**src/rtl/csc_defs.svh**
```systemverilog
`ifndef CSC_DEFS_SVH
`define CSC_DEFS_SVH

// word indices; documented offsets kept as register indices
`define CSC_IDX_TEXT        8'hb2
`define CSC_IDX_SETUP       8'hd0
`define CSC_IDX_TEXT_LEN    8'he0
`define CSC_IDX_CTRL        8'he1
`define CSC_IDX_BUDGET      8'he2
`define CSC_IDX_IRQ_STAT    8'he3
`define CSC_IDX_IRQ_MASK    8'he4
`define CSC_IDX_STATUS      8'he5
`define CSC_TEXT_WORDS      8
`define CSC_TEXT_MAX_BYTES  6'h20
`define CSC_BUDGET_BYTES    8'h80
`define CSC_SETUP_RESET     16'h1902
`define CSC_SETUP_WMASK     16'hff07
`define CSC_BLANK_MSB       15
`define CSC_BLANK_LSB       11
`define CSC_BLANK_MAX       5'h1a
`define CSC_COUNT_MSB       10
`define CSC_COUNT_LSB       8
`define CSC_SLOPE_BIT       2
`define CSC_RANGE_MSB       1
`define CSC_RANGE_LSB       0
`define CSC_RANGE_UNUSED    2'h3
`define CSC_BLANK_STEP_NS   32
`define CSC_CLK_PERIOD_NS   25
// cycles per blanking step, rounded up
`define CSC_BLANK_STEP_CYC  ((`CSC_BLANK_STEP_NS + `CSC_CLK_PERIOD_NS - 1) / `CSC_CLK_PERIOD_NS)
`define CSC_CTRL_COMMIT     0
`define CSC_CTRL_RELOAD     1
`define CSC_CTRL_WRITE      2
`define CSC_IRQ_FAULT       0
`define CSC_IRQ_REFUSED     1
`define CSC_IRQ_BADCODE     2
`endif

```
**src/rtl/csc_pkg.sv**
```systemverilog
package csc_pkg;
    typedef enum logic [2:0] {
        CSC_IDLE  = 3'b001,
        CSC_BLANK = 3'b010,
        CSC_SENSE = 3'b100
    } csc_sense_state_t;
endpackage

```
**src/rtl/csc_fault_counter.sv**
```systemverilog
`include "csc_defs.svh"
module csc_fault_counter (
    input  wire logic       pclk,
    input  wire logic       presetn,
    input  wire logic       cycle_start,
    input  wire logic       event_seen,
    input  wire logic [2:0] count_code,
    output logic            fault
);
    logic       hit_q, hit_d;
    logic [3:0] run_q, run_d;
    logic       fault_q, fault_d;
    logic [3:0] need;

    assign need = {count_code, 1'b1};
    assign fault = fault_q;

    always_comb begin
        hit_d   = hit_q;
        run_d   = run_q;
        fault_d = fault_q;
        if (event_seen) begin
            hit_d = 1'b1;
        end
        if (cycle_start) begin
            // one event per cycle, eventless cycle clears
            if (hit_q) begin
                run_d = (run_q == 4'hf) ? run_q : run_q + 4'h1;
            end else begin
                run_d = 4'h0;
            end
            hit_d   = 1'b0;
            // compare against need minus one so a saturated run cannot wrap
            fault_d = hit_q && (run_q >= (need - 4'h1));
        end
    end

    always_ff @(posedge pclk or negedge presetn) begin
        if (!presetn) begin
            hit_q   <= 1'b0;
            run_q   <= 4'h0;
            fault_q <= 1'b0;
        end else begin
            hit_q   <= hit_d;
            run_q   <= run_d;
            fault_q <= fault_d;
        end
    end
endmodule

```
**src/rtl/csc_regs.sv**
```systemverilog
`include "csc_defs.svh"
module csc_regs (
    input  wire logic        pclk,
    input  wire logic        presetn,
    input  wire logic        psel,
    input  wire logic        penable,
    input  wire logic        pwrite,
    input  wire logic [11:0] paddr,
    input  wire logic [31:0] pwdata,
    output logic      [31:0] prdata,
    output logic             pready,
    output logic             pslverr,
    input  wire logic        switch_cycle_pin,
    input  wire logic        overcurrent_event,
    input  wire logic        undercurrent_event,
    input  wire logic [7:0]  other_slots_used,
    output logic             sense_window,
    output logic             sense_up_slope,
    output logic [1:0]       sense_range,
    output logic             current_fault,
    output logic             irq
);
    localparam int WORDS = `CSC_TEXT_WORDS;

    // text staging, committed image and setup word
    logic [31:0] stage_q [WORDS];
    logic [31:0] stage_d [WORDS];
    logic [31:0] image_q [WORDS];
    logic [31:0] image_d [WORDS];
    logic [5:0]  stage_len_q, stage_len_d;
    logic [5:0]  image_len_q, image_len_d;
    logic [7:0]  pending_q, pending_d;
    logic [15:0] setup_q, setup_d;
    logic [2:0]  istat_q, istat_d;
    logic [2:0]  imask_q, imask_d;
    logic [31:0] rdata_q, rdata_d;
    logic        ready_q, ready_d;
    logic        err_q, err_d;
    logic        irq_q, irq_d;

    logic        wr_en, rd_en;
    logic [7:0]  idx;
    logic        addr_ok;
    logic        in_text;
    logic [2:0]  widx;
    logic [8:0]  used_next;
    logic        fault_w;
    logic        fault_prev_q;
    logic        badcode;

    assign wr_en   = psel && penable && pwrite && !ready_q;
    assign rd_en   = psel && penable && !pwrite && !ready_q;
    // misaligned or out-of-window addresses fall on an unmapped index
    assign addr_ok = (paddr[11:10] == 2'h0) && (paddr[1:0] == 2'h0);
    assign idx     = addr_ok ? paddr[9:2] : 8'hff;
    assign in_text = (idx >= `CSC_IDX_TEXT) && (idx < `CSC_IDX_TEXT + 8'(WORDS));
    assign widx    = 3'(idx - `CSC_IDX_TEXT);
    assign badcode = (setup_q[`CSC_RANGE_MSB:`CSC_RANGE_LSB] == `CSC_RANGE_UNUSED)
                     || (setup_q[`CSC_BLANK_MSB:`CSC_BLANK_LSB] > `CSC_BLANK_MAX);

    always_comb begin
        stage_d     = stage_q;
        image_d     = image_q;
        stage_len_d = stage_len_q;
        image_len_d = image_len_q;
        pending_d   = pending_q;
        setup_d     = setup_q;
        istat_d     = istat_q;
        imask_d     = imask_q;
        rdata_d     = 32'h0000_0000;
        ready_d     = 1'b0;
        err_d       = 1'b0;
        used_next   = 9'(other_slots_used) + 9'(pending_q) + 9'(pwdata[13:8]) + 9'h001;
        if ((wr_en || rd_en)) begin
            ready_d = 1'b1;
        end
        if (wr_en) begin
            if (in_text) begin
                stage_d[widx] = pwdata;
            end else begin
                unique case (idx)
                    `CSC_IDX_SETUP: begin
                        setup_d = pwdata[15:0] & `CSC_SETUP_WMASK;
                    end
                    `CSC_IDX_TEXT_LEN: begin
                        // a stored length above 32 bytes is refused
                        if (pwdata[5:0] > `CSC_TEXT_MAX_BYTES) begin
                            istat_d[`CSC_IRQ_REFUSED] = 1'b1;
                            err_d = 1'b1;
                        end else begin
                            stage_len_d = pwdata[5:0];
                        end
                    end
                    `CSC_IDX_CTRL: begin
                        if (pwdata[`CSC_CTRL_WRITE]) begin
                            if (pwdata[13:8] > `CSC_TEXT_MAX_BYTES || used_next > 9'(`CSC_BUDGET_BYTES)) begin
                                istat_d[`CSC_IRQ_REFUSED] = 1'b1;
                                err_d = 1'b1;
                            end else begin
                                stage_len_d = pwdata[13:8];
                                pending_d   = 8'(9'(pending_q) + 9'(pwdata[13:8]) + 9'h001);
                            end
                        end
                        if (pwdata[`CSC_CTRL_COMMIT]) begin
                            image_d     = stage_q;
                            image_len_d = stage_len_q;
                        end
                        if (pwdata[`CSC_CTRL_RELOAD]) begin
                            // reload keeps only the committed string in the budget
                            stage_d     = image_q;
                            stage_len_d = image_len_q;
                            pending_d   = (image_len_q == 6'h00) ? 8'h00 : 8'(image_len_q) + 8'h01;
                        end
                    end
                    `CSC_IDX_IRQ_STAT: istat_d = istat_q & ~pwdata[2:0];
                    `CSC_IDX_IRQ_MASK: imask_d = pwdata[2:0];
                    default: err_d = 1'b1;
                endcase
            end
        end
        if (rd_en) begin
            if (in_text) begin
                rdata_d = stage_q[widx];
            end else begin
                unique case (idx)
                    `CSC_IDX_SETUP:    rdata_d = {16'h0000, setup_q};
                    `CSC_IDX_TEXT_LEN: rdata_d = {26'h0, stage_len_q};
                    `CSC_IDX_BUDGET:   rdata_d = {24'h0, pending_q};
                    `CSC_IDX_IRQ_STAT: rdata_d = {29'h0, istat_q};
                    `CSC_IDX_IRQ_MASK: rdata_d = {29'h0, imask_q};
                    `CSC_IDX_STATUS:   rdata_d = {30'h0, badcode, current_fault};
                    `CSC_IDX_CTRL:     rdata_d = 32'h0000_0000;
                    default:           err_d = 1'b1;
                endcase
            end
        end
        // set wins over a same-cycle clear
        if (fault_w && !fault_prev_q) begin
            istat_d[`CSC_IRQ_FAULT] = 1'b1;
        end
        if (badcode) begin
            istat_d[`CSC_IRQ_BADCODE] = 1'b1;
        end
        irq_d = |(istat_d & imask_d);
    end

    always_ff @(posedge pclk or negedge presetn) begin
        if (!presetn) begin
            for (int i = 0; i < WORDS; i++) begin
                stage_q[i] <= 32'h0000_0000;
                image_q[i] <= 32'h0000_0000;
            end
            stage_len_q <= 6'h00;
            image_len_q <= 6'h00;
            pending_q   <= 8'h00;
            setup_q     <= `CSC_SETUP_RESET;
            istat_q     <= 3'h0;
            imask_q     <= 3'h0;
            rdata_q     <= 32'h0000_0000;
            ready_q     <= 1'b0;
            err_q       <= 1'b0;
            irq_q       <= 1'b0;
        end else begin
            stage_q     <= stage_d;
            image_q     <= image_d;
            stage_len_q <= stage_len_d;
            image_len_q <= image_len_d;
            pending_q   <= pending_d;
            setup_q     <= setup_d;
            istat_q     <= istat_d;
            imask_q     <= imask_d;
            rdata_q     <= rdata_d;
            ready_q     <= ready_d;
            err_q       <= err_d;
            irq_q       <= irq_d;
        end
    end

    assign prdata  = rdata_q;
    assign pready  = ready_q;
    assign pslverr = err_q;
    assign irq     = irq_q;

    // pin synchronisers: three stages, a change counts once the last two agree
    logic [2:0] pin_raw;
    logic [2:0] pin_now;
    logic [2:0] pin_last;
    logic       cycle_start, ev_now;
    assign pin_raw = {undercurrent_event, overcurrent_event, switch_cycle_pin};
    for (genvar g = 0; g < 3; g++) begin : g_sync
        logic [2:0] sync_q;
        logic       lvl_q;
        always_ff @(posedge pclk or negedge presetn) begin
            if (!presetn) begin
                sync_q <= 3'h0;
                lvl_q  <= 1'b0;
            end else begin
                sync_q <= {sync_q[1:0], pin_raw[g]};
                lvl_q  <= pin_now[g];
            end
        end
        // the level holds while stages two and three disagree
        assign pin_now[g]  = (sync_q[1] == sync_q[2]) ? sync_q[2] : lvl_q;
        assign pin_last[g] = lvl_q;
    end
    assign cycle_start = pin_now[0] && !pin_last[0];

    // blanking timer per switching cycle
    csc_pkg::csc_sense_state_t st_q, st_d;
    logic [7:0] blank_q, blank_d;
    logic       win_q;
    always_comb begin
        st_d    = st_q;
        blank_d = blank_q;
        if (cycle_start) begin
            // blanking code times two clocks (32 ns rounded up), the cycle at count zero counts as the last
            if (setup_q[`CSC_BLANK_MSB:`CSC_BLANK_LSB] == 5'h00) begin
                st_d = csc_pkg::CSC_SENSE;
            end else begin
                blank_d = 8'(setup_q[`CSC_BLANK_MSB:`CSC_BLANK_LSB] * `CSC_BLANK_STEP_CYC) - 8'h01;
                st_d    = csc_pkg::CSC_BLANK;
            end
        end else begin
            unique case (st_q)
                csc_pkg::CSC_IDLE: st_d = csc_pkg::CSC_IDLE;
                csc_pkg::CSC_BLANK: begin
                    if (blank_q == 8'h00) begin
                        st_d = csc_pkg::CSC_SENSE;
                    end else begin
                        blank_d = blank_q - 8'h01;
                    end
                end
                csc_pkg::CSC_SENSE: st_d = csc_pkg::CSC_SENSE;
                default: st_d = csc_pkg::CSC_IDLE;
            endcase
        end
    end
    always_ff @(posedge pclk or negedge presetn) begin
        if (!presetn) begin
            st_q         <= csc_pkg::CSC_IDLE;
            blank_q      <= 8'h00;
            win_q        <= 1'b0;
            fault_prev_q <= 1'b0;
        end else begin
            st_q         <= st_d;
            blank_q      <= blank_d;
            win_q        <= (st_d == csc_pkg::CSC_SENSE);
            fault_prev_q <= fault_w;
        end
    end
    // events count only outside blanking, with a valid range and blanking code
    assign ev_now = win_q && !badcode && (pin_now[1] || pin_now[2]);

    csc_fault_counter u_count (
        .pclk        (pclk),
        .presetn     (presetn),
        .cycle_start (cycle_start),
        .event_seen  (ev_now),
        .count_code  (setup_q[`CSC_COUNT_MSB:`CSC_COUNT_LSB]),
        .fault       (fault_w)
    );

    assign sense_window   = win_q;
    assign sense_up_slope = setup_q[`CSC_SLOPE_BIT];
    assign sense_range    = setup_q[`CSC_RANGE_MSB:`CSC_RANGE_LSB];
    assign current_fault  = fault_w;
endmodule

```
**config.mk**
```make
export PLATFORM = sky130hd
export DESIGN_NAME = csc_regs
export DESIGN_NICKNAME = d
export VERILOG_FILES = /design/src/rtl/csc_pkg.sv /design/src/rtl/csc_fault_counter.sv /design/src/rtl/csc_regs.sv
export VERILOG_INCLUDE_DIRS = /design/src /design/src/rtl
export SDC_FILE = /design/constraint.sdc
export NUM_CORES = 2
export LEC_CHECK = 0
export BUFFER_PORTS_ARGS = -buffer_cell sky130_fd_sc_hd__buf_2
export CAP_MARGIN = 5
export CORE_MARGIN = 2
export CORE_UTILIZATION = 56
export CTS_CLUSTER_SIZE = 30
export DETAILED_ROUTE_END_ITERATION = 6
export GPL_TIMING_DRIVEN = 0
export PLACE_DENSITY = 0.76
export SLEW_MARGIN = 10
export SYNTH_ARGS = -nofsm -noshare
export SYNTH_HDL_FRONTEND = slang
export SYNTH_SLANG_ARGS = --single-unit
```
**constraint.sdc**
```tcl
create_clock -name pclk -period 3.35 [get_ports pclk]
set_clock_uncertainty 0.2 [all_clocks]
set_input_delay 0.5025 -clock pclk [delete_from_list [all_inputs] [get_ports pclk]]
set_output_delay 0.5025 -clock pclk [all_outputs]
set_load 0.02 [all_outputs]
```
### Word level (Yosys, flattened, before mapping)

Index checks and enable logic that the tools add are counted.

* memory bits (writable): 0
* logic and storage cells: 189
* memories: 0
* register bits: 615
* bits in read-only memories: 0
* latch bits: 0
* bits of input ports: 60

* shifts and indexed selects: 0
* reduce and logical (&&, ||, !) cells: 43
* div/mod/pow operators: 0
* equality and inequality tests: 22
* add/subtract/negate cells: 11
* mux-type cells: 60
* bitwise operators: 5
* multiply operators: 0
* $lt $le $gt $ge: 9

Operators by type and width (count)
* $mux 256: 3
* $bwmux 256: 1
* $mux 32: 5
* $bmux 32 s3: 1
* $demux 32 s3: 1
* $pmux 16 s6: 1
* $mux 8: 8
* $eq 8x8->1 const B: 7
* $mux 3: 8
* $mux 6: 4
* $mux 1: 21
* $logic_and 1x1->1: 13
* $gt 6x6->1 const B: 2
* $pmux 6 s2: 1
* $reduce_bool 2->1: 6
* $ne 2x2->1 const B: 5
* $add 8x8->9: 1
* $add 9x1->9 const B: 1
* $add 9x6->9: 1
* $gt 9x8->1 const B: 1
* $reduce_and 3->1: 3
* $add 8x1->8 const B: 1
* $add 8x6->8: 1
* $ge 8x8->1 const B: 1
* 37 further kinds: 53

### Longest topological paths before layout

* depth in word-level cells: 13
* depth in mapped cells: 13
* gate-level depth less buffers: 12

### Modules after synthesis

From an unflattened synthesis, not the netlist that was laid out.

* cells, all modules: 2663
* area total of the unflattened synthesis: 28878.9 sq um

Modules (own cells, without submodules)
* csc_regs: area each 28516.1 sq um, times used 1, cells each 2624
* csc_fault_counter: area each 362.8 sq um, times used 1, cells each 39

### Worst setup path before layout

No wires, ideal clock.

* path kind: input-to-reg
* start: input port pwdata[8]
* end: register stage_len_q[0]
* data required time: 3.025 ns
* arrival time: 3.594 ns
* library setup time: 0.125 ns
* cell stages on the path: 13
* setup slack: -0.569 ns
* path buffers: 1
* cells stage by stage: clkbuf_1 > inv_1 > ha_1 > inv_1 > ha_1 > fa_1 > a211oi_1 > nor2_1 > mux2i_1 > a2111oi_2 > o21ai_2 > a31oi_4 > mux2_2

* word-level cells in the longest chain between the ends: 6
* elaborated cells on any way between the ends: 11

Ends and longest elaborated chain
* start, declared: RTL line csc_regs.sv:9 `input wire logic [31:0] pwdata,`
* $add 9x6->9: RTL line csc_regs.sv:73 `used_next = 9'(other_slots_used) + 9'(pending_q) + 9'(pwdata[13:8]) + 9'h001;`
* $add 9x1->9: RTL line csc_regs.sv:73
* $gt 9x8->1: RTL line csc_regs.sv:96 `` if (pwdata[13:8] > `CSC_TEXT_MAX_BYTES || used_next > 9'(`CSC_BUDGET_BYTES)) begin ``
* $logic_or 1x1->1: RTL line csc_regs.sv:96
* $ne 3x3->1 (no line)
* $reduce_and 6->1 (no line)
* end signal, assigned: RTL line csc_regs.sv:166 `stage_len_q <= stage_len_d;`
* end, declared: RTL line csc_regs.sv:30 `logic [5:0] stage_len_q, stage_len_d;`

Several ways; a longest one is shown, not always the timed one. The select of a mux whose other input is x is not followed.
A chain may end at the register's enable or synchronous reset.

### Worst setup path in the final report

* start: register pending_q[0]
* end: register stage_len_q[5]

* word-level cells in the longest chain between the ends: 7

Ends and longest elaborated chain
* start, declared: RTL line csc_regs.sv:32 `logic [7:0] pending_q, pending_d;`
* start signal, assigned: RTL line csc_regs.sv:168 `pending_q <= pending_d;`
* $add 8x8->9: RTL line csc_regs.sv:73
* $add 9x6->9: RTL line csc_regs.sv:73
* $add 9x1->9: RTL line csc_regs.sv:73
* $gt 9x8->1: RTL line csc_regs.sv:96
* $logic_or 1x1->1: RTL line csc_regs.sv:96
* $ne 3x3->1 (no line)
* $reduce_and 6->1 (no line)

Every way passes these cells.

==> impl_metrics.xml <==
<?xml version="1.0" encoding="UTF-8"?>
<metrics>
  <group name="critical_path">
    <metric name="critical_path.cell_chain" unit="">inv_2 &gt; ha_4 &gt; inv_2 &gt; ha_4 &gt; fa_2 &gt; a211oi_4 &gt; o211ai_1 &gt; a211oi_2 &gt; a2111oi_4 &gt; o21ai_4 &gt; a31oi_4 &gt; buf_6 &gt; mux2_4</metric>
    <metric name="critical_path_startpoint" unit="">pending_q[0]$_DFFE_PN0P_</metric>
    <metric name="crit_path_end" unit="">stage_len_q[5]$_DFFE_PN0P_</metric>
    <metric name="arrival" unit="ps">3820</metric>
    <metric name="timing.critical_path.fanout_max" unit="">6</metric>
    <metric name="worst_setup_path_end_kind" unit="">register</metric>
    <metric name="timing.critical_path.slowest_stage_cell" unit="">sky130_fd_sc_hd__fa_2</metric>
    <metric name="kind_of_critical_path" unit="">register to register</metric>
    <metric name="rr_startpoint" unit="">pending_q[0]$_DFFE_PN0P_</metric>
    <metric name="worst_r2r_path_depth" unit="">13</metric>
    <metric name="cp-start-kind" unit="">register</metric>
    <metric name="rr_endpoint" unit="">stage_len_q[5]$_DFFE_PN0P_</metric>
    <metric name="worst-r2r-setup-slack" unit="ps">-180</metric>
    <metric name="worstPathRequired" unit="ps">3650</metric>
    <metric name="max_stage_delay" unit="ps">420</metric>
  </group>
  <group name="global_route">
    <metric name="grt_pass1_wl" unit="µm">149000</metric>
    <metric name="grt_remaining_overflow" unit="">0</metric>
    <metric name="grt_antenna_before_repair" unit="">4</metric>
    <metric name="gr-usage-all-layers" unit="%">36.8</metric>
    <metric name="grt_start_max_net_pins" unit="">117</metric>
    <metric name="via_count_of_the_first_global_routing_pass" unit="">25100</metric>
  </group>
  <group name="finish">
    <metric name="layout.cells.most_common" unit="">sky130_fd_sc_hd__nand2_1</metric>
    <metric name="areaGrowthSynthToFinish" unit="%">14.5</metric>
    <metric name="final_net_count" unit="">3262</metric>
    <metric name="final_layout_size_suffix_gt1_share" unit="%">13.0</metric>
    <metric name="finish.utilization" unit="%">64.9</metric>
    <metric name="final_cell_mix" unit="">sky130_fd_sc_hd__nand2_1, sky130_fd_sc_hd__dfrtp_1, sky130_fd_sc_hd__o22ai_1</metric>
  </group>
  <group name="yosys">
    <metric name="share_of_synthesized_flip_flops_with_an_asynchronous_set_or_reset" unit="%">100</metric>
    <metric name="synth.largest_area_cell" unit="">sky130_fd_sc_hd__dfrtp_1</metric>
    <metric name="synth-edff-count" unit="">0</metric>
    <metric name="syn-instance-count" unit="">2996</metric>
    <metric name="synth_fp_nets" unit="">3092</metric>
    <metric name="synth_largest_type_area_fraction" unit="%">52.7</metric>
    <metric name="avgSynthCellArea" unit="µm²">9.68</metric>
    <metric name="synth_flop_cell" unit="">sky130_fd_sc_hd__dfrtp_1</metric>
    <metric name="yosysSeqAreaShare" unit="%">53.1</metric>
    <metric name="ys_seq_elements" unit="">615</metric>
    <metric name="ys_types" unit="">77</metric>
    <metric name="yosysWarningCount" unit="">0</metric>
    <metric name="synth_area_leaders" unit="">sky130_fd_sc_hd__dfrtp_1, sky130_fd_sc_hd__nand2_1, sky130_fd_sc_hd__a2bb2oi_1</metric>
    <metric name="mappedNetlistArea" unit="µm²">29000</metric>
  </group>
  <group name="timing">
    <metric name="rsz_0062_raised_after_global_routing" unit="">true</metric>
    <metric name="worst_slack" unit="ps">-178</metric>
    <metric name="finalSetupViolations" unit="">13</metric>
    <metric name="hold_viol" unit="">0</metric>
    <metric name="max_freq" unit="GHz">0.283</metric>
    <metric name="slew_headroom" unit="%">13.1</metric>
    <metric name="timing.final.crit_share" unit="%">105</metric>
    <metric name="number_of_slew_limit_violations_in_the_final_report" unit="">0</metric>
    <metric name="finalWorstPathRequiredPeriod" unit="ps">3530</metric>
    <metric name="setup_tns" unit="ps">-1740</metric>
    <metric name="worst-slew-pin-transition" unit="ps">1300</metric>
  </group>
  <group name="route">
    <metric name="detail_route.wl_per_cell" unit="µm">25.4</metric>
    <metric name="drc_errors" unit="">0</metric>
    <metric name="final_antenna_net_count" unit="">0</metric>
    <metric name="route.vias.total" unit="">25900</metric>
    <metric name="routed_via_density" unit="">6.66</metric>
    <metric name="drt_first_iter_violations" unit="">3120</metric>
    <metric name="firstDrtPassIters" unit="">6</metric>
    <metric name="wirelength" unit="µm">98800</metric>
  </group>
  <group name="cts">
    <metric name="clock_sinks" unit="">615</metric>
    <metric name="clock_tree.htree_level_count" unit="">3</metric>
    <metric name="cts-root-to-sink-buffers" unit="">3</metric>
    <metric name="clock_tree_from_tritoncts" unit="">done</metric>
    <metric name="clock-root-buffer" unit="">sky130_fd_sc_hd__clkbuf_16</metric>
    <metric name="numCtsBuffers" unit="">66</metric>
    <metric name="clk_transition_reported_paths" unit="ps">60</metric>
    <metric name="insertion_delay" unit="ps">630</metric>
  </group>
  <group name="die">
    <metric name="dieWidth" unit="µm">232</metric>
    <metric name="placement_rows" unit="">83</metric>
    <metric name="core_area" unit="µm²">51200</metric>
    <metric name="initial_utilization" unit="%">56.6</metric>
    <metric name="overall_die_height" unit="µm">232</metric>
    <metric name="dieArea" unit="µm²">53600</metric>
    <metric name="number_of_primary_i_o_pins" unit="">100</metric>
  </group>
  <group name="power_and_ir_drop">
    <metric name="irDropWorstVdd" unit="mV">0.440</metric>
    <metric name="cell_area_power_density" unit="nW/µm²">492</metric>
    <metric name="total_power" unit="W">0.0164</metric>
    <metric name="p_leak" unit="nW">15.8</metric>
  </group>
  <group name="worst_hold_path">
    <metric name="min-delay-path-class" unit="">input pin to register</metric>
    <metric name="min_path_cells" unit="">2</metric>
    <metric name="hold_path.startpoint" unit="">pwdata[0]</metric>
  </group>
  <group name="placement">
    <metric name="port-buffer-count" unit="">72</metric>
    <metric name="finalWeightedCongestion" unit="">0.999</metric>
    <metric name="hpwlAfterDp" unit="µm">67600</metric>
  </group>
  <group name="outcome">
    <metric name="run_status" unit="">finished, violations left</metric>
    <metric name="violated_checks" unit="">negative setup slack</metric>
  </group>
  <group name="flow_run">
    <metric name="maxCapViolations" unit="">0</metric>
  </group>
</metrics>
==> per-stage QoR <==
step | cell area [µm²] | setup slack (ps) | std cells | hold WS [ps]
after floorplan | 29100 | -91.1 | 2996 | 6.91
after global placement | 30300 | -10600 | 3748 | 135
after detailed placement | 30500 | -1170 | 3753 | 135
after CTS | 33000 | -140 | 3883 | 11.9
after global routing | 33200 | -292 | 3892 | 37.6
final | 33200 | -178 | 3893 | 48.2
==> synth_stat cells, types with 48 or more instances <==
cell type / n
sky130_fd_sc_hd__a21oi_1: 72
sky130_fd_sc_hd__a2bb2oi_1: 210
sky130_fd_sc_hd__buf_2: 48
sky130_fd_sc_hd__clkbuf_1: 182
sky130_fd_sc_hd__dfrtp_1: 610
sky130_fd_sc_hd__mux2_2: 63
sky130_fd_sc_hd__nand2_1: 867
sky130_fd_sc_hd__nor2_1: 59
sky130_fd_sc_hd__o21ai_0: 107
sky130_fd_sc_hd__o22a_1: 96
sky130_fd_sc_hd__o22ai_1: 249
==> kinds of logic (layout without fill, tap and decap cells) <==
logic type / Yosys count / count (layout) / share of synthesized area (%)
other: 0 / 1 / 0
AO/OA/AOI/OAI: 857 / 857 / 21.5
AND/OR/NAND/NOR: 1078 / 1078 / 15.3
adder cells (fa/ha/maj): 39 / 39 / 1.84
flip-flops: 615 / 615 / 53.1
XOR/XNOR: 12 / 12 / 0.363
multiplexers: 99 / 99 / 3.69
buffers and inverters: 296 / 512 / 4.21
==> layer usage <==
metal / up-vias / part of all wire, % / track usage, % / routed length (µm)
met5: - / 0.037 / 0 / 37
met4: 4 / 7.0 / 22.5 / 6910
met3: 429 / 11 / 9.83 / 10600
met2: 1761 / 44 / 54.7 / 43300
met1: 12700 / 38 / 48.2 / 38000
li1: 11100 / - / - / -
==> critical path: cells and delay by family (launching register included) <==
family	cells	cell delay, ps
flip-flops	1	370
buffers and inverters	3	270
AO/OA/AOI/OAI	6	1440
multiplexers	1	290
adder cells (fa/ha/maj)	3	840
==> cell type report <==
type | count | area (µm²)
well taps | 680 | 851
diodes | 1 | 2.50
flip-flops and latches | 615 | 15400
repair buffers | 103 | 738
clock inverters | 20 | 325
clock buffers | 94 | 1960
multi-input cells | 2085 | 12600
fillers | 4146 | 18000
inverters | 25 | 97.6
plain buffers | 270 | 1180
==> power by group <==
group / switching (W) / total, W / internal (W)
clock network: 0.00313 / 0.00776 / 0.00463
logic: 0.000666 / 0.000989 / 0.000323
registers: 0.0000852 / 0.00760 / 0.00751
==> registers in the layout (all words and copies together), names as in the netlist <==
register / cells
image_q: 256
stage_q: 256
prdata: 32
setup_q: 11
g_sync.sync_q: 9
blank_q: 8
pending_q: 8
image_len_q: 6
stage_len_q: 6
u_count.run_q: 4
g_sync.lvl_q: 3
imask_q: 3
istat_q: 3
st_q: 3
fault_prev_q: 1
irq: 1
pready: 1
pslverr: 1
sense_window: 1
u_count.fault: 1
u_count.hit_q: 1
==> worst min-delay path by stage <==
stage,endpoint,slack (ps)
after floorplan,blank_q[0]$_DFFE_PN0P_,7
after global placement,g_sync[2].sync_q[1]$_DFF_PN0_,140
after detailed placement,g_sync[2].sync_q[1]$_DFF_PN0_,130
after CTS,imask_q[0]$_DFF_PN0_,10
after global routing,imask_q[0]$_DFF_PN0_,40
final,imask_q[0]$_DFF_PN0_,50
==> repair_timing <==
action,in CTS,in global routing
setup endpoints to repair,258,428
resized for setup,36,41
hold buffers,5,0
setup buffers,12,11
hold endpoints to repair,105,0
pin swaps,6,13
Power figures use the tool's default switching activity.
